## src/iopim_pkg.sv

```systemverilog
package iopim_pkg;
  // ---------------------------------------------------------------
  // Register map (APB byte addresses)
  // ---------------------------------------------------------------
  localparam logic [7:0] ADDR_CTRL      = 8'h00;
  localparam logic [7:0] ADDR_CFG       = 8'h04;
  localparam logic [7:0] ADDR_OUT_IMG   = 8'h08;
  localparam logic [7:0] ADDR_IN_WORD   = 8'h0C;
  localparam logic [7:0] ADDR_IN_BYTE4  = 8'h10;
  localparam logic [7:0] ADDR_STATUS    = 8'h14;
  localparam logic [7:0] ADDR_IRQ_STAT  = 8'h18;
  localparam logic [7:0] ADDR_IRQ_MASK  = 8'h1C;
  localparam logic [7:0] ADDR_CONN_STAT = 8'h20;

  // ---------------------------------------------------------------
  // Field positions
  // ---------------------------------------------------------------
  localparam int CTRL_OPEN_BIT   = 0;  // Request to open connection
  localparam int CTRL_CLOSE_BIT  = 1;  // Close connection
  localparam int CTRL_TYPE_LSB   = 2;  // Connection type, two bits
  localparam int CTRL_MCAST_BIT  = 4;  // Device-to-scanner multicast
  localparam int CTRL_CFGV_BIT   = 5;  // Configuration image present
  localparam int CTRL_OUTLEN_LSB = 8;  // Output image length, 2 bits
  localparam int CFG_POLICY_LSB  = 0;
  localparam int CFG_PATTERN_LSB = 8;
  localparam int NUM_DIAG        = 6;
  localparam int NUM_DO          = 4;
  localparam int NUM_DI          = 8;

  // ---------------------------------------------------------------
  // Image sizes and instances
  // ---------------------------------------------------------------
  localparam logic [7:0] IN_IMG_LEN      = 8'h05;
  localparam logic [7:0] OUT_LEN_OWNER   = 8'h01;
  localparam logic [7:0] CFG_IMG_LEN     = 8'h02;
  localparam logic [7:0] INST_OUT        = 8'h64;  // 100
  localparam logic [7:0] INST_IN         = 8'h65;  // 101
  localparam logic [7:0] INST_CFG        = 8'h66;  // 102

  // ---------------------------------------------------------------
  // Reset values and encodings
  // ---------------------------------------------------------------
  localparam logic [7:0] CFG_POLICY_RST  = 8'h00;
  localparam logic [7:0] CFG_PATTERN_RST = 8'h00;
  localparam logic [1:0] POL_LOW         = 2'h0;
  localparam logic [1:0] POL_HIGH        = 2'h1;
  localparam logic [1:0] POL_HOLD        = 2'h2;
  localparam logic [1:0] POL_PATTERN     = 2'h3;
  localparam logic [1:0] CT_OWNER        = 2'h0;
  localparam logic [1:0] CT_INPUT_ONLY   = 2'h1;
  localparam logic [1:0] CT_LISTEN_ONLY  = 2'h2;
  localparam logic [1:0] CT_NONE         = 2'h3;

  // ---------------------------------------------------------------
  // Timing
  // ---------------------------------------------------------------
  localparam int CLK_HZ        = 20_000_000;
  localparam int READY_MS      = 350;
  localparam int ESTABLISH_MS  = 500;
  localparam int RING_MS       = 3;
  localparam int READY_CYC     = READY_MS * (CLK_HZ / 1000) - 1;
  localparam int ESTABLISH_CYC = ESTABLISH_MS * (CLK_HZ / 1000) - 1;
  localparam int RING_CYC      = RING_MS * (CLK_HZ / 1000) - 1;
  localparam int WDOG_CYC      = 20_000;
  localparam logic [3:0] SEL_FACTORY = 4'hF;

  typedef enum logic [1:0] {IOPIM_BOOT, IOPIM_IDLE, IOPIM_OPENING, IOPIM_RUN} iopim_state_t;
endpackage

```

## src/iopim_subst.sv

```systemverilog
`timescale 1ns/1ps
module iopim_subst (
  input  wire logic       clk_i,        // Clock
  input  wire logic       rst_n_i,      // Sync reset, active low
  input  wire logic       ce_i,         // Clock enable
  input  wire logic       live_i,       // Valid owner image present
  input  wire logic [7:0] out_byte_i,   // Received output byte
  input  wire logic [1:0] policy_i,     // Substitute policy
  input  wire logic [7:0] pattern_i,    // Substitute pattern
  output logic      [3:0] do_o          // Digital outputs
);
  logic [3:0] do_r;
  logic [3:0] do_nxt;

  // Live data or substitute value
  always_comb begin
    do_nxt = do_r;
    if (live_i) begin
      do_nxt = out_byte_i[3:0];
    end else begin
      case (policy_i)
        iopim_pkg::POL_LOW:     do_nxt = 4'h0;
        iopim_pkg::POL_HIGH:    do_nxt = 4'hF;
        iopim_pkg::POL_HOLD:    do_nxt = do_r;
        iopim_pkg::POL_PATTERN: do_nxt = pattern_i[3:0];
        default:                do_nxt = 4'h0;
      endcase
    end
  end

  // Output register
  always_ff @(posedge clk_i) begin
    if (!rst_n_i) begin
      do_r <= 4'h0;
    end else if (ce_i) begin
      do_r <= do_nxt;
    end
  end

  assign do_o = do_r;
endmodule // iopim_subst

```

## src/iopim_ring.sv

```systemverilog
`timescale 1ns/1ps
module iopim_ring (
  input  wire logic clk_i,         // Clock
  input  wire logic rst_n_i,       // Sync reset, active low
  input  wire logic ce_i,          // Clock enable
  input  wire logic beacon_i,      // Ring beacon seen, pulse
  output logic      fault_o,       // Ring fault, level
  output logic      fault_evt_o    // Fault detected, pulse
);
  logic [16:0] cnt_r;
  logic [16:0] cnt_nxt;
  logic        flt_r;
  logic        flt_nxt;
  logic        evt_r;
  logic        evt_nxt;

  // Beacon timeout; single ring only
  always_comb begin
    cnt_nxt = cnt_r;
    flt_nxt = flt_r;
    evt_nxt = 1'b0;
    if (beacon_i) begin
      cnt_nxt = 17'h0_0000;
      flt_nxt = 1'b0;
    end else if (cnt_r == 17'(iopim_pkg::RING_CYC)) begin
      flt_nxt = 1'b1;
      evt_nxt = !flt_r;
    end else begin
      cnt_nxt = cnt_r + 17'h0_0001;
    end
  end

  // State registers
  always_ff @(posedge clk_i) begin
    if (!rst_n_i) begin
      cnt_r <= 17'h0_0000;
      flt_r <= 1'b0;
      evt_r <= 1'b0;
    end else if (ce_i) begin
      cnt_r <= cnt_nxt;
      flt_r <= flt_nxt;
      evt_r <= evt_nxt;
    end
  end

  assign fault_o     = flt_r;
  assign fault_evt_o = evt_r;
endmodule // iopim_ring

```

## src/iopim_top.sv

```systemverilog
// Behaviour
// - Every connection type gets a five byte input image.
// - Output image is one byte for owner, zero for input-only and listen-only.
// - Owner and input-only carry a two byte configuration image, listen-only none.
// - Bits 0..3 of output byte 0 (instance 100) drive outputs 1..4, bits 4..7 ignored.
// - Input image (instance 101) has status in bytes 0..3 and inputs in byte 4.
// - Status bits 0..5 report the six diagnostics, bits 6..31 reserved zero.
// - Bits 0..7 of input byte 4 reflect digital inputs 1..8.
// - Config byte 0 selects low, high, hold or pattern, default low.
// - Config byte 1 is the pattern, default zero, used only under policy 3.
// - After power up a connection request is accepted within 350 ms.
// - A cyclic connection is established within 500 ms.
// - Owner and input-only accept multicast or point-to-point delivery.
// - A ring fault is detected and reported within 3 ms, single ring only.
// - Selector position 0F restores factory defaults.
`timescale 1ns/1ps
module iopim_top (
  input  wire logic        clk_i,         // Clock, 20 MHz
  input  wire logic        rst_n_i,       // Sync reset, active low
  input  wire logic        ce_i,          // Clock enable
  input  wire logic        psel,          // APB select
  input  wire logic        penable,       // APB enable
  input  wire logic        pwrite,        // APB direction
  input  wire logic [7:0]  paddr,         // APB address
  input  wire logic [31:0] pwdata,        // APB write data
  output logic      [31:0] prdata,        // APB read data
  output logic             pready,        // APB ready
  output logic             pslverr,       // APB error
  input  wire logic [7:0]  digital_input_i, // Digital inputs 1..8
  input  wire logic [5:0]  diag_i,        // Diagnostic flags
  input  wire logic [3:0]  selector_i,    // Rotary selector
  input  wire logic        ring_beacon_i, // Ring beacon pulse
  output logic      [3:0]  do_o,          // Digital outputs 1..4
  output logic             ring_fault_o,  // Ring fault level
  output logic             conn_up_o,     // Connection running
  output logic             irq_o          // Interrupt level
);
  // ---------------------------------------------------------------
  // Declarations
  // ---------------------------------------------------------------
  iopim_pkg::iopim_state_t st_r, st_nxt;
  logic [23:0] tmr_r, tmr_nxt;
  logic [7:0]  policy_r, policy_nxt;
  logic [7:0]  pattern_r, pattern_nxt;
  logic [7:0]  out_img_r, out_img_nxt;
  logic [1:0]  ctype_r, ctype_nxt;
  logic        mcast_r, mcast_nxt;
  logic        refused_r, refused_nxt;
  logic [14:0] wdog_r, wdog_nxt;
  logic        live_r, live_nxt;
  logic [7:0]  di_r;
  logic [5:0]  diag_r;
  logic [3:0]  irq_st_r, irq_st_nxt;
  logic [3:0]  irq_mk_r, irq_mk_nxt;
  logic [31:0] prdata_r, prdata_nxt;
  logic        pready_r, pready_nxt;
  logic        pslverr_r, pslverr_nxt;
  logic        irq_r;
  logic        conn_r;
  logic        ring_flt;
  logic        ring_evt;
  logic        wr_en;
  logic        rd_en;
  logic [3:0]  evt;

  // Register access strobes, one cycle per APB access
  assign wr_en = psel && penable && pwrite && !pready_r;
  assign rd_en = psel && penable && !pwrite && !pready_r;

  // Legal connection check
  function automatic logic conn_ok(input logic [1:0] ct, input logic mc, input logic cfgv,
                                   input logic [1:0] olen);
    logic ok;
    ok = 1'b0;
    case (ct)
      iopim_pkg::CT_OWNER:       ok = cfgv && (olen == 2'(iopim_pkg::OUT_LEN_OWNER));
      iopim_pkg::CT_INPUT_ONLY:  ok = cfgv && (olen == 2'h0);
      iopim_pkg::CT_LISTEN_ONLY: ok = mc && !cfgv && (olen == 2'h0);
      default:                   ok = 1'b0;
    endcase
    return ok;
  endfunction

  // ---------------------------------------------------------------
  // Connection sequencer
  // ---------------------------------------------------------------
  always_comb begin
    st_nxt      = st_r;
    tmr_nxt     = tmr_r;
    ctype_nxt   = ctype_r;
    mcast_nxt   = mcast_r;
    refused_nxt = refused_r;
    case (st_r)
      iopim_pkg::IOPIM_BOOT: begin
        if (tmr_r == 24'(iopim_pkg::READY_CYC)) begin
          st_nxt  = iopim_pkg::IOPIM_IDLE;
          tmr_nxt = 24'h00_0000;
        end else begin
          tmr_nxt = tmr_r + 24'h00_0001;
        end
        // Open request before ready is refused, not queued
        if (wr_en && paddr == iopim_pkg::ADDR_CTRL && pwdata[iopim_pkg::CTRL_OPEN_BIT]) begin
          refused_nxt = 1'b1;
        end
      end
      iopim_pkg::IOPIM_IDLE: begin
        if (wr_en && paddr == iopim_pkg::ADDR_CTRL && pwdata[iopim_pkg::CTRL_OPEN_BIT]) begin
          if (conn_ok(pwdata[iopim_pkg::CTRL_TYPE_LSB +: 2], pwdata[iopim_pkg::CTRL_MCAST_BIT],
                      pwdata[iopim_pkg::CTRL_CFGV_BIT], pwdata[iopim_pkg::CTRL_OUTLEN_LSB +: 2])) begin
            st_nxt      = iopim_pkg::IOPIM_OPENING;
            ctype_nxt   = pwdata[iopim_pkg::CTRL_TYPE_LSB +: 2];
            mcast_nxt   = pwdata[iopim_pkg::CTRL_MCAST_BIT];
            refused_nxt = 1'b0;
            tmr_nxt     = 24'h00_0000;
          end else begin
            refused_nxt = 1'b1;
          end
        end
      end
      iopim_pkg::IOPIM_OPENING: begin
        if (tmr_r == 24'h00_0007 || tmr_r == 24'(iopim_pkg::ESTABLISH_CYC)) begin
          st_nxt = iopim_pkg::IOPIM_RUN;
        end else begin
          tmr_nxt = tmr_r + 24'h00_0001;
        end
      end
      default: begin
        if (wr_en && paddr == iopim_pkg::ADDR_CTRL && pwdata[iopim_pkg::CTRL_CLOSE_BIT]) begin
          st_nxt    = iopim_pkg::IOPIM_IDLE;
          ctype_nxt = iopim_pkg::CT_NONE;
        end
      end
    endcase
  end

  // Sequencer registers
  always_ff @(posedge clk_i) begin
    if (!rst_n_i) begin
      st_r      <= iopim_pkg::IOPIM_BOOT;
      tmr_r     <= 24'h00_0000;
      ctype_r   <= iopim_pkg::CT_NONE;
      mcast_r   <= 1'b0;
      refused_r <= 1'b0;
    end else if (ce_i) begin
      st_r      <= st_nxt;
      tmr_r     <= tmr_nxt;
      ctype_r   <= ctype_nxt;
      mcast_r   <= mcast_nxt;
      refused_r <= refused_nxt;
    end
  end

  // ---------------------------------------------------------------
  // Configuration and output image
  // ---------------------------------------------------------------
  always_comb begin
    policy_nxt  = policy_r;
    pattern_nxt = pattern_r;
    out_img_nxt = out_img_r;
    wdog_nxt    = wdog_r;
    live_nxt    = 1'b0;
    if (selector_i == iopim_pkg::SEL_FACTORY) begin
      policy_nxt  = iopim_pkg::CFG_POLICY_RST;
      pattern_nxt = iopim_pkg::CFG_PATTERN_RST;
    end else if (wr_en && paddr == iopim_pkg::ADDR_CFG && ctype_r != iopim_pkg::CT_LISTEN_ONLY) begin
      if (pwdata[iopim_pkg::CFG_POLICY_LSB +: 8] <= 8'h03) begin
        policy_nxt = pwdata[iopim_pkg::CFG_POLICY_LSB +: 8];
      end
      pattern_nxt = pwdata[iopim_pkg::CFG_PATTERN_LSB +: 8];
    end
    if (wr_en && paddr == iopim_pkg::ADDR_OUT_IMG && ctype_r == iopim_pkg::CT_OWNER) begin
      out_img_nxt = pwdata[7:0];
      wdog_nxt    = 15'h0000;
    end else if (wdog_r != 15'(iopim_pkg::WDOG_CYC)) begin
      wdog_nxt = wdog_r + 15'h0001;
    end
    live_nxt = (st_r == iopim_pkg::IOPIM_RUN) && (ctype_r == iopim_pkg::CT_OWNER)
               && (wdog_nxt != 15'(iopim_pkg::WDOG_CYC));
  end

  // Configuration registers, inputs sampled
  always_ff @(posedge clk_i) begin
    if (!rst_n_i) begin
      policy_r  <= iopim_pkg::CFG_POLICY_RST;
      pattern_r <= iopim_pkg::CFG_PATTERN_RST;
      out_img_r <= 8'h00;
      wdog_r    <= 15'(iopim_pkg::WDOG_CYC);
      live_r    <= 1'b0;
      di_r      <= 8'h00;
      diag_r    <= 6'h00;
    end else if (ce_i) begin
      policy_r  <= policy_nxt;
      pattern_r <= pattern_nxt;
      out_img_r <= out_img_nxt;
      wdog_r    <= wdog_nxt;
      live_r    <= live_nxt;
      di_r      <= digital_input_i;
      diag_r    <= diag_i;
    end
  end

  // ---------------------------------------------------------------
  // APB slave and interrupts
  // ---------------------------------------------------------------
  assign evt = {refused_nxt && !refused_r, ring_evt, |(diag_i & ~diag_r),
                (st_nxt == iopim_pkg::IOPIM_RUN) && (st_r != iopim_pkg::IOPIM_RUN)};

  always_comb begin
    prdata_nxt  = prdata_r;
    pready_nxt  = psel && penable && !pready_r;
    pslverr_nxt = 1'b0;
    irq_mk_nxt  = irq_mk_r;
    irq_st_nxt  = irq_st_r;
    if (rd_en && paddr == iopim_pkg::ADDR_IRQ_STAT) begin
      irq_st_nxt = 4'h0;
    end
    irq_st_nxt = irq_st_nxt | evt;  // Set wins over read clear
    if (wr_en && paddr == iopim_pkg::ADDR_IRQ_MASK) begin
      irq_mk_nxt = pwdata[3:0];
    end
    if (rd_en) begin
      if (paddr == iopim_pkg::ADDR_CTRL) begin
        prdata_nxt = {26'h000_0000, mcast_r, 1'b0, ctype_r, 2'h0};
      end else if (paddr == iopim_pkg::ADDR_CFG) begin
        prdata_nxt = {16'h0000, pattern_r, policy_r};
      end else if (paddr == iopim_pkg::ADDR_OUT_IMG) begin
        prdata_nxt = {24'h00_0000, out_img_r};
      end else if (paddr == iopim_pkg::ADDR_IN_WORD) begin
        prdata_nxt = {26'h000_0000, diag_r};
      end else if (paddr == iopim_pkg::ADDR_IN_BYTE4) begin
        prdata_nxt = {24'h00_0000, di_r};
      end else if (paddr == iopim_pkg::ADDR_STATUS) begin
        prdata_nxt = {16'h0000, iopim_pkg::IN_IMG_LEN,
                      (ctype_r == iopim_pkg::CT_LISTEN_ONLY) ? 4'h0 : iopim_pkg::CFG_IMG_LEN[3:0],
                      (ctype_r == iopim_pkg::CT_OWNER) ? iopim_pkg::OUT_LEN_OWNER[3:0] : 4'h0};
      end else if (paddr == iopim_pkg::ADDR_IRQ_STAT) begin
        prdata_nxt = {28'h000_0000, irq_st_r};
      end else if (paddr == iopim_pkg::ADDR_IRQ_MASK) begin
        prdata_nxt = {28'h000_0000, irq_mk_r};
      end else if (paddr == iopim_pkg::ADDR_CONN_STAT) begin
        prdata_nxt = {27'h000_0000, ring_flt, refused_r, live_r, 2'(st_r)};
      end else begin
        prdata_nxt  = 32'h0000_0000;
        pslverr_nxt = 1'b1;
      end
    end else if (wr_en && paddr != iopim_pkg::ADDR_CTRL && paddr != iopim_pkg::ADDR_CFG
                 && paddr != iopim_pkg::ADDR_OUT_IMG && paddr != iopim_pkg::ADDR_IRQ_MASK) begin
      pslverr_nxt = 1'b1;
    end
  end

  // Bus and interrupt registers
  always_ff @(posedge clk_i) begin
    if (!rst_n_i) begin
      prdata_r  <= 32'h0000_0000;
      pready_r  <= 1'b0;
      pslverr_r <= 1'b0;
      irq_st_r  <= 4'h0;
      irq_mk_r  <= 4'h0;
      irq_r     <= 1'b0;
      conn_r    <= 1'b0;
    end else if (ce_i) begin
      prdata_r  <= prdata_nxt;
      pready_r  <= pready_nxt;
      pslverr_r <= pslverr_nxt;
      irq_st_r  <= irq_st_nxt;
      irq_mk_r  <= irq_mk_nxt;
      irq_r     <= |(irq_st_nxt & irq_mk_nxt);
      conn_r    <= st_nxt == iopim_pkg::IOPIM_RUN;
    end
  end

  // ---------------------------------------------------------------
  // Submodules
  // ---------------------------------------------------------------
  iopim_subst u_subst (
    .clk_i      (clk_i),
    .rst_n_i    (rst_n_i),
    .ce_i       (ce_i),
    .live_i     (live_r),
    .out_byte_i (out_img_r),
    .policy_i   (policy_r[1:0]),
    .pattern_i  (pattern_r),
    .do_o       (do_o)
  );

  iopim_ring u_ring (
    .clk_i       (clk_i),
    .rst_n_i     (rst_n_i),
    .ce_i        (ce_i),
    .beacon_i    (ring_beacon_i),
    .fault_o     (ring_flt),
    .fault_evt_o (ring_evt)
  );

  assign prdata       = prdata_r;
  assign pready       = pready_r;
  assign pslverr      = pslverr_r;
  assign irq_o        = irq_r;
  assign conn_up_o    = conn_r;
  assign ring_fault_o = ring_flt;
endmodule // iopim_top

```

## config.mk

```make
export PLATFORM = sky130hd
export DESIGN_NAME = iopim_top
export DESIGN_NICKNAME = d
export VERILOG_FILES = /design/src/iopim_pkg.sv /design/src/iopim_subst.sv /design/src/iopim_ring.sv /design/src/iopim_top.sv
export SDC_FILE = /design/constraint.sdc
export NUM_CORES = 1
export LEC_CHECK = 0
export ABC_CLOCK_PERIOD_IN_PS = 7620
export BUFFER_PORTS_ARGS = -buffer_cell sky130_fd_sc_hd__buf_2
export CAP_MARGIN = 20
export CELL_PAD_IN_SITES_DETAIL_PLACEMENT = 1
export CELL_PAD_IN_SITES_GLOBAL_PLACEMENT = 1
export CORE_UTILIZATION = 41
export CTS_BUF_LIST = sky130_fd_sc_hd__clkbuf_8
export DETAILED_ROUTE_END_ITERATION = 6
export PLACE_DENSITY_LB_ADDON = 0.05
export SLEW_MARGIN = 20
export SYNTH_ARGS = -nofsm -noshare
export SYNTH_HDL_FRONTEND = slang
export SYNTH_SLANG_ARGS = --single-unit
```

## constraint.sdc

```tcl
create_clock -name clk_i -period 7.62 [get_ports clk_i]
set_input_delay 1.524 -clock clk_i [delete_from_list [all_inputs] [get_ports clk_i]]
set_output_delay 1.524 -clock clk_i [all_outputs]
set_load 0.02 [all_outputs]
```

* Word-level counts from Yosys, hierarchy flattened *
Index checks and enable logic that the tools add are counted.
W data, S select, Z words.

word-level totals
  flip-flop bits (word level) = 151
  output and inout port bits = 41

operators by class
  $add $sub $neg = 3
  $lt $le $gt $ge = 1
  equal/unequal tests = 36
  mux-type cells = 61
  bitwise logic cells = 5
  reductions and logical operators = 58

operators by type and width
  kind                     number
  $mux W24                 4
  $pmux W24 S3             1
  $mux W11                 4
  $mux W8                  5
  $mux W17                 2
  $eq A8 B5 Y1 const B     4
  $mux W16                 2
  $mux W15                 2
  $ne A15 B15 Y1 const B   2
  $logic_and A1 B1 Y1      27
  $add A24 B1 Y24 const B  1
  $eq A24 B23 Y1 const B   1
  $eq A24 B24 Y1 const B   1
  $eq A24 B3 Y1 const B    1
  $mux W1                  21
  $mux W2                  9
  $add A17 B1 Y17 const B  1
  $eq A17 B16 Y1 const B   1
  $eq A8 B4 Y1 const B     2
  $add A15 B1 Y15 const B  1
  $mux W5                  3
  $eq A2 B2 Y1 const B     7
  $ne A2 B2 Y1 const B     7
  $mux W4                  3
  other kinds (32)         52

* Depth between registers and ports, before layout *
Gate-level depths: netlist of run 1.

  depth in word-level cells = 15
  gate-level depth with buffers = 10
  mapped depth without buffers = 8

* Cells and area by module *
Synthesis of run 1 repeated with hierarchy kept, for this count alone.

unflattened totals
  cells, all modules = 877
  area, all modules = 7352.1 um^2

by module, submodules not included
  module       times used  cells each  area each (um^2)
  iopim_top    1           729         6085.8
  iopim_ring   1           125         1034.7
  iopim_subst  1           23          231.5

* Worst setup path before layout of run 1 *
OpenSTA, ideal clock, no wires.

  path kind = input port to flip-flop
  start point = input port pwdata[2]
  end point = register tmr_r[11]
  library setup time = 130 ps
  arrival = 3593 ps
  data required time = 7490 ps
  path slack = 3897 ps
  stages on the path = 10
  cells stage by stage = inv_1 > ha_1 > nand2b_1 > nor3_1 > o2111ai_4 > a211o_1 > buf_2 > clkbuf_1 > o41ai_1 > a21oi_1

between the ends
  cells in the longest elaborated chain, start to end = 6
  elaborated cells between the ends (all ways) = 8
  classes of those cells = 3 x eq/ne; 3 x mux; 2 x reduce/logical

RTL lines
  item                                  RTL line          text
  start, declared                       iopim_top.sv:25   input wire logic [31:0] pwdata,
  $eq A2 B2 Y1 (tied with other cells)  iopim_top.sv:75   case (ct)
  $pmux W1 S3 *                         iopim_top.sv:75
  $mux W1 *                             iopim_top.sv:107  if (wr_en && paddr == iopim_pkg::ADDR_CTRL && pwdata[iopim_pkg::CTRL_OPEN_BIT]) begin
  $mux W1 *                             iopim_top.sv:93   case (st_r)
  $ne A2 B2 Y1 (no source line) *       n/a
  $reduce_and A5 Y1 (no source line) *  n/a
  end signal, assigned                  iopim_top.sv:146  tmr_r <= tmr_nxt;
  end, declared                         iopim_top.sv:42   logic [23:0] tmr_r, tmr_nxt;

Every way passes the cells marked *; elsewhere a longest branch is shown, timed or not. The select of a mux whose other input is x is not followed.
A chain may end at the register's enable or synchronous reset.

* Worst setup path in the final report of run 1 *
  start point = input port pwdata[2]
  end point = register tmr_r[0]

Same word-level chain as after synthesis.

==> results.yml, run 1 <==
logic_synthesis:
  synthesis.area_um2: 7130
  syn_area_per_cell_um2: 8.04
  yosysSeqAreaShare_pct: 37.9
  synth-main-ff-cell: "dfxtp_1"
  synth_seq_cells: 135
  synthTopCellsByArea: "dfxtp_1 38%, a21oi_1 4.8%, nor2_1 4.8%"
  synth-edff-count: 0
  synth_common_cells: "135 x dfxtp_1, 91 x nor2_1, 77 x nand2_1"
  syn_inst: 887
  ys_async_sr_fraction_pct: 0
  yosysMostFrequentCell: "dfxtp_1"
  netlist.area_leader.share_pct: 37.9
  synthDistinctLibCells: 74
  yosysTopAreaCell: "dfxtp_1"
  ys.warnings.count: 0
route:
  drtPass1Iterations: 5
  avgViaCountPerCell: 5.95
  drcViolationCount: 0
  wl_per_cell_um: 18.8
  vias: 6944
  ant_nets: 0
  first_iter_violations: 432
  routed_wl_mm: 21.9
global_routing:
  grt_pass1_wl_mm: 35.5
  grt_pass1_vias: 6900
  track_usage_pct: 25.0
  grt.overflow.total: 0
  grt_antenna_before_repair: 0
  grt_start_max_net_pins: 74
place:
  dp_hpwl_mm: 15.3
  io_buffers: 73
  gp_congestion: 0.860
cts:
  cts_tree: "built"
  cts_buffers: 17
  cts_hold_buf: 0
  htree_num_levels: 4
  cts.clk_slew.worst_paths_ps: 80
  post_cts_resized: 0
  root_buffer: "clkbuf_8"
  clk_latency_ps: 460
  cts_setup_buffers: 0
  cts.sinks: 135
  clock_path_buffers: 2
timing:
  fmax_ghz: 0.221
  slew_violations: 0
  hold_violations: 0
  slew_headroom_pct: 24.8
  post-route-min-period_ps: 4530
  finalCritPeriodShare_pct: 59.4
  setup_tns_ps: 0
  skew_ps: 15.6
  grt_setup_unrepaired: "no"
  tightestPinTransition_ps: 1120
  setup_viol: 0
die:
  pin_count: 106
  die_w_um: 134
  die_h_um: 134
  initial_utilization_pct: 42.5
  row_count: 47
  die-area_um2: 17900
  coreArea_um2: 16800
power_and_ir_drop:
  p_comb_share_pct: 9.4
  p_switching_mw: 0.417
  ir_worst_vdd_uv: 123
  pwr-share-clk_pct: 40.9
  p_leak_nw: 2.92
  pwr_density_cell_nw_per_um2: 185
  sw_frac_of_total_pct: 28.3
  seqPwrFrac_pct: 49.7
  finalPower_mw: 1.47
  power.internal_mw: 1.05
worst_setup_path:
  worst-setup-path-type: "primary input to flop"
  end_kind: "flop"
  r2r_slack_ps: 4050
  arrival_ps: 4830
  crit_fanout: 39
  required_ps: 7920
  critPathLaunchType: "primary input"
min_path:
  hold_class: "flop to flop"
layout:
  final_util_pct: 47.4
  nets: 1011
  drive_gt1_share_pct: 13.9
  antennaDiodeCount: 0
  syn_to_final_growth_pct: 11.6
job:
  cap_viol_max_count: 0
outcome:
  status: "complete, no violations"
## stage by stage
step | cells | worst slack, ps | instance area (um2) | hold WS [ps]
finish | 1167 | 3090 | 7950 | 455
CTS | 1167 | 3100 | 7950 | 461
global route | 1167 | 2920 | 7950 | 474
detailed placement | 1135 | 2640 | 7560 | 448
floorplan | 902 | 3900 | 7180 | 432
global placement | 1135 | 2770 | 7560 | 437
## registers in the layout (all words and copies together) (netlist names), 2 cells and up
signal and cells:
ctype_r 2, di_r 8, diag_r 6, irq_mk_r 4, irq_st_r 4, out_img_r 8
pattern_r 8, policy_r 8, prdata 16, st_r 2, tmr_r 24, u_ring.cnt_r 17
u_subst.do_o 4, wdog_r 15
## power by group through the flow
stage / combinational, mW / sequential [mW] / clock, mW
after floorplan: 0.0915 / 0.746 / 0
after global placement: 0.132 / 0.746 / 0
after detailed placement: 0.137 / 0.747 / 0
after CTS: 0.138 / 0.731 / 0.619
after global routing: 0.152 / 0.732 / 0.647
final: 0.138 / 0.731 / 0.602
## placed cells by master (no fill, tap or decap), types with 8 or more instances in the layout
cell type / instances
dfxtp_1: 135
nor2_1: 90
nand2_1: 77
buf_2: 73
a21oi_1: 69
o21ai_0: 51
nand3_1: 44
inv_1: 27
nand4_1: 26
nor3_1: 25
mux2i_1: 25
and3_1: 20
or3_1: 20
xnor2_1: 19
clkbuf_8: 17
conb_1: 16
or4_1: 13
a22oi_1: 12
o211ai_1: 12
ha_1: 12
nor3b_1: 9
a211oi_1: 9
nor4_1: 9
nand2b_1: 8
o31ai_1: 8
## final timing paths
path                  start        end  cells after the start
setup / recovery  pwdata[2]   tmr_r[0]                      9
hold / removal    prdata[0]  prdata[0]                      2
setup reg to reg    st_r[0]  tmr_r[17]                      8
hold reg to reg   prdata[0]  prdata[0]                      2
## routing by layer
layer	global-route usage (%)	vias to the layer above	wire length [um]
met5	0	-	0
met4	7.77	0	379
met3	4.35	33	883
met2	42.6	164	10800
met1	31.9	3418	9850
li1	-	3329	-
## cells by family (layout without fill, tap and decap cells)
kind of cell    count (synthesis)  after routing  synth area share (%)
xor+xnor                       23             23                  2.83
simple gates                  377            377                  27.5
compound gates                218            218                  19.8
fa+ha+maj                      12             12                  2.11
other cells                     1             16                0.0526
mux                            28             28                  3.98
buf+inv                        93            138                  5.81
flops                         135            135                  37.9
## cell type report
type,instances,area (um2)
clock inverters,15,154
inverters,27,101
fillers,2084,8810
clock buffers,17,234
repair buffers,79,410
flip-flops and latches,135,2700
well taps,220,275
multi-input cells,674,4070
## worst max-delay path, stage by stage
cell,delay [ps]
buf_2,140
inv_1,120
ha_1,300
nand2b_1,70
nor3_1,620
o2111ai_4,230
a211o_1,720
o21ai_2,970
nor2_1,120
(Power assumes the default switching activity.)
==> run 2, diff against run 1 <==
--- a/config.mk
+++ b/config.mk
@@ -5,12 +5,12 @@
 export SDC_FILE = /design/constraint.sdc
 export NUM_CORES = 1
 export LEC_CHECK = 0
-export ABC_CLOCK_PERIOD_IN_PS = 7620
+export ABC_CLOCK_PERIOD_IN_PS = 3900
 export BUFFER_PORTS_ARGS = -buffer_cell sky130_fd_sc_hd__buf_2
 export CAP_MARGIN = 20
 export CELL_PAD_IN_SITES_DETAIL_PLACEMENT = 1
 export CELL_PAD_IN_SITES_GLOBAL_PLACEMENT = 1
-export CORE_UTILIZATION = 41
+export CORE_UTILIZATION = 40
 export CTS_BUF_LIST = sky130_fd_sc_hd__clkbuf_8
 export DETAILED_ROUTE_END_ITERATION = 6
 export PLACE_DENSITY_LB_ADDON = 0.05
==> constraint.sdc (replaced) <==
create_clock -name clk_i -period 3.9 [get_ports clk_i]
set_input_delay 0.78 -clock clk_i [delete_from_list [all_inputs] [get_ports clk_i]]
set_output_delay 0.78 -clock clk_i [all_outputs]
set_load 0.02 [all_outputs]
==> run 2 against run 1 <==
  * Largest power group unchanged
  * Critical path depth unchanged
  * Wire length up 2.5%
  * Register-to-register slack got worse by 3400 ps
  * Sequential power rose by 96%
  * Clock skew is 4.1 ps lower
  * Final area grew 1.7%
  * Non-clock buffer count increased by 18
  * Clock-buffer cell count unchanged
==> results.yml, run 2 (same netlist as run 1, synthesis figures left out) <==
outcome:
  status: "complete, no violations"
timing:
  setup_viol: 0
  tightestPinTransition_ps: 1060
  whs_ps: 461
  grt_setup_unrepaired: "no"
  worst_slack_ps: 680
  setup_tns_ps: 0
  post-route-min-period_ps: 3220
  slew_headroom_pct: 28.5
  skew_ps: 11.5
  hold_violations: 0
  finalCritPeriodShare_pct: 82.6
  slew_violations: 0
  fmax_ghz: 0.311
route:
  vias: 7005
  avgViaCountPerCell: 5.89
  drtPass1Iterations: 5
  drcViolationCount: 0
  wl_per_cell_um: 18.9
  routed_wl_mm: 22.5
  ant_nets: 0
  first_iter_violations: 436
layout:
  drive_gt1_share_pct: 15.2
  final_common_cell: "dfxtp_1"
  final_util_pct: 46.6
  antennaDiodeCount: 0
  final_cell_mix: "135 x dfxtp_1, 91 x nor2_1, 77 x nand2_1"
  fin_cells: 1190
  largest_register: "tmr_r"
  finalInstanceArea_um2: 8090
  syn_to_final_growth_pct: 13.4
  largest_reg_flops: 24
  nets: 1029
global_routing:
  track_usage_pct: 25.3
  grt_antenna_before_repair: 0
  grt_start_max_net_pins: 58
  grt.overflow.total: 0
  grt_pass1_wl_mm: 36.4
  grt_pass1_vias: 6942
cts:
  cts_buffers: 17
  cts.clk_slew.worst_paths_ps: 80
  root_buffer: "clkbuf_8"
  clk_latency_ps: 460
  cts_setup_buffers: 0
  post_cts_resized: 0
  cts.sinks: 135
  cts_hold_buf: 0
  clock_path_buffers: 2
  htree_num_levels: 4
  cts_tree: "built"
die:
  die_h_um: 135
  initial_utilization_pct: 41.1
  pin_count: 106
  die-area_um2: 18400
  row_count: 48
  coreArea_um2: 17400
  die_w_um: 135
power_and_ir_drop:
  p_leak_nw: 3.01
  pwr_density_cell_nw_per_um2: 356
  finalPower_mw: 2.88
  ir_worst_vdd_uv: 299
place:
  dpl_cell_area_um2: 7700
  gp_congestion: 0.876
  dp_slack_ps: 390
  io_buffers: 73
  placedCellCount: 1158
  dp_hpwl_mm: 16.0
worst_setup_path:
  arrival_ps: 3610
  required_ps: 4290
  crit_chain: "inv_1, ha_1, or4b_2, nor3_1, o21a_1, a211o_1, o21ai_1, buf_4, a21oi_1"
  crit_buf_inv: 2
  crit_fanout: 32
  end_kind: "flop"
  max_stage_delay_ps: 750
  cp_slowest_cell: "a211o_1"
  cp_top_family: "compound AO/OA/AOI/OAI gates"
  worst-setup-path-type: "flop to flop"
  critPathLaunchType: "flop"
min_path:
  hold_class: "flop to flop"
job:
  cap_viol_max_count: 0
run 2: path summary, 6_finish.rpt:
path                 from            to  slack (ps)  cells past startpoint
max               st_r[0]      tmr_r[2]         680                      9
min          pattern_r[7]  pattern_r[7]         460                      2
max reg2reg       st_r[0]      tmr_r[2]         680                      9
min reg2reg  pattern_r[7]  pattern_r[7]         460                      2
run 2: area by class of cell:
class,count,area [um2]
multi-input cells,674,4070
clock buffers,17,234
well taps,225,282
flip-flops and latches,135,2700
repair buffers,97,546
clock inverters,15,153
inverters,27,103
fillers,2131,9270
run 2: report_power, final:
| group | switching (mW) | leakage, nW | internal [mW] |
|---|---|---|---|
| Clock | 0.601 | 0.196 | 0.569 |
| Sequential | 0.0256 | 1.09 | 1.40 |
| Combinational | 0.184 | 1.72 | 0.0935 |
| Total | 0.810 | 3.01 | 2.07 |
run 2: tightest hold or removal path: cells and delay by family (launching register included):
family	cells	cell delay [ps]
AO/OA/AOI/OAI	1	50
flip-flops	1	320
AND/OR/NAND/NOR	1	50
run 2: routing by layer:
metal / track usage [%] / up-vias / part of all wire [%]
li1: - / 3363 / -
met1: 31.7 / 3452 / 44
met2: 44.0 / 166 / 50
met3: 4.38 / 24 / 3.9
met4: 7.68 / 0 / 1.6
met5: 0 / - / 0
==> run 3, diff against run 2 <==
--- a/config.mk
+++ b/config.mk
@@ -5,7 +5,7 @@
 export SDC_FILE = /design/constraint.sdc
 export NUM_CORES = 1
 export LEC_CHECK = 0
-export ABC_CLOCK_PERIOD_IN_PS = 3900
+export ABC_CLOCK_PERIOD_IN_PS = 2700
 export BUFFER_PORTS_ARGS = -buffer_cell sky130_fd_sc_hd__buf_2
 export CAP_MARGIN = 20
 export CELL_PAD_IN_SITES_DETAIL_PLACEMENT = 1
==> constraint.sdc (replaced) <==
create_clock -name clk_i -period 2.7 [get_ports clk_i]
set_input_delay 0.54 -clock clk_i [delete_from_list [all_inputs] [get_ports clk_i]]
set_output_delay 0.54 -clock clk_i [all_outputs]
set_load 0.02 [all_outputs]
==> run 3 against run 2 <==
  * Hold slack got worse by 140 ps
  * Critical endpoint is now tmr_r[1]
  * Clock skew increased by 3.4 ps
  * Largest cell class unchanged
  * Largest power group unchanged
  * Flip-flop and latch count unchanged
==> results.yml, run 3 (same netlist as run 1, synthesis figures left out) <==
outcome:
  status: "complete, no violations"
layout:
  largest_reg_flops: 24
  final_common_cell: "dfxtp_1"
  largest_register: "tmr_r"
  nets: 1064
  final_cell_mix: "135 x dfxtp_1, 91 x nor2_1, 77 x nand2_1"
  antennaDiodeCount: 0
  finalInstanceArea_um2: 8460
  final_util_pct: 48.8
  drive_gt1_share_pct: 18.4
  syn_to_final_growth_pct: 18.7
timing:
  post-route-min-period_ps: 2490
  grt_setup_unrepaired: "no"
  hold_violations: 0
  worst_slack_ps: 210
  skew_ps: 14.9
  fmax_ghz: 0.402
  slew_headroom_pct: 49.5
  setup_viol: 0
  slew_violations: 0
  tightestPinTransition_ps: 756
  finalCritPeriodShare_pct: 92.2
  whs_ps: 319
route:
  routed_wl_mm: 22.4
  drcViolationCount: 0
  ant_nets: 0
  first_iter_violations: 440
  wl_per_cell_um: 18.3
  drtPass1Iterations: 5
  vias: 7125
  avgViaCountPerCell: 5.82
global_routing:
  track_usage_pct: 25.3
  grt_pass1_wl_mm: 36.3
  grt.overflow.total: 0
  grt_pass1_vias: 7077
  grt_antenna_before_repair: 0
  grt_start_max_net_pins: 67
die:
  coreArea_um2: 17400
  die_h_um: 135
  row_count: 48
  die_w_um: 135
  initial_utilization_pct: 41.1
  die-area_um2: 18400
  pin_count: 106
cts:
  cts_setup_buffers: 0
  post_cts_resized: 0
  cts.clk_slew.worst_paths_ps: 90
  cts.sinks: 135
  cts_tree: "built"
  cts_hold_buf: 0
  clock_path_buffers: 2
  root_buffer: "clkbuf_8"
  clk_latency_ps: 460
  htree_num_levels: 4
  cts_buffers: 17
worst_setup_path:
  worst-setup-path-type: "flop to flop"
  critPathLaunchType: "flop"
  critical_path.most_common_cell: "buf_12"
  arrival_ps: 2850
  cp_slowest_cell: "or4b_2"
  required_ps: 3060
  crit_fanout: 21
  crit_buf_inv: 3
  end_kind: "flop"
  crit_chain: "ha_1, or4b_2, nor3_1, o21a_1, a211o_1, buf_12, buf_12, buf_4, mux2i_1, nor2_1"
  cp_top_family: "simple AND/OR/NAND/NOR gates"
  max_stage_delay_ps: 590
place:
  gp_congestion: 0.893
  io_buffers: 73
  dp_slack_ps: -78.0
  dpl_cell_area_um2: 8040
  dp_hpwl_mm: 16.4
power_and_ir_drop:
  pwr_density_cell_nw_per_um2: 512
  p_leak_nw: 3.22
  ir_worst_vdd_uv: 348
min_path:
  hold_class: "primary input to flop"
job:
  cap_viol_max_count: 0
-- run 3: final timing paths --
kind | from | end | slack, ps | depth (start not counted)
min | digital_input_i[1] | di_r[1] | 320 | 3
min reg2reg | pattern_r[5] | pattern_r[5] | 460 | 2
max reg2reg | st_r[1] | tmr_r[1] | 210 | 10
max | st_r[1] | tmr_r[1] | 210 | 10
-- run 3: final cells by class --
type | instances | area [um2]
Clock inverter | 14 | 175
Timing Repair Buffer | 132 | 883
Sequential cell | 135 | 2700
Tap cell | 225 | 282
Inverter | 27 | 101
Multi-Input combinational cell | 674 | 4070
Clock buffer | 18 | 248
Fill cell | 2127 | 8890
-- run 3: worst reg2reg max path, delay by kind of cell, from the launching register on --
family / cells / cell delay [ps]
buffers and inverters: 3 / 400
adders and majority gates: 1 / 220
AOI/OAI and AO/OA: 2 / 350
and+or+nand+nor: 3 / 790
muxes: 1 / 170
DFF: 1 / 470
-- run 3: layer usage --
| metal | vias to the layer above | share of wire, % | global-route usage [%] |
|---|---|---|---|
| li1 | 3430 | - | - |
| met1 | 3521 | 45 | 32.0 |
| met2 | 150 | 49 | 43.9 |
| met3 | 24 | 3.4 | 4.34 |
| met4 | 0 | 1.7 | 7.49 |
| met5 | - | 0 | 0 |
-- run 3: where the power goes --
group / switching, mW / internal [mW] / leakage, nW
Combinational: 0.279 / 0.184 / 1.92
Clock: 0.867 / 0.946 / 0.205
Sequential: 0.0346 / 2.03 / 1.09
-- run 3: stage by stage --
stage               total power, mW  cells  setup TNS (ps)
floorplan                      2.36    902               0
global placement               2.55   1193           -70.8
detailed placement             2.57   1193            -521
CTS                            4.39   1225               0
global route                   4.52   1225               0
finish                         4.34   1225               0
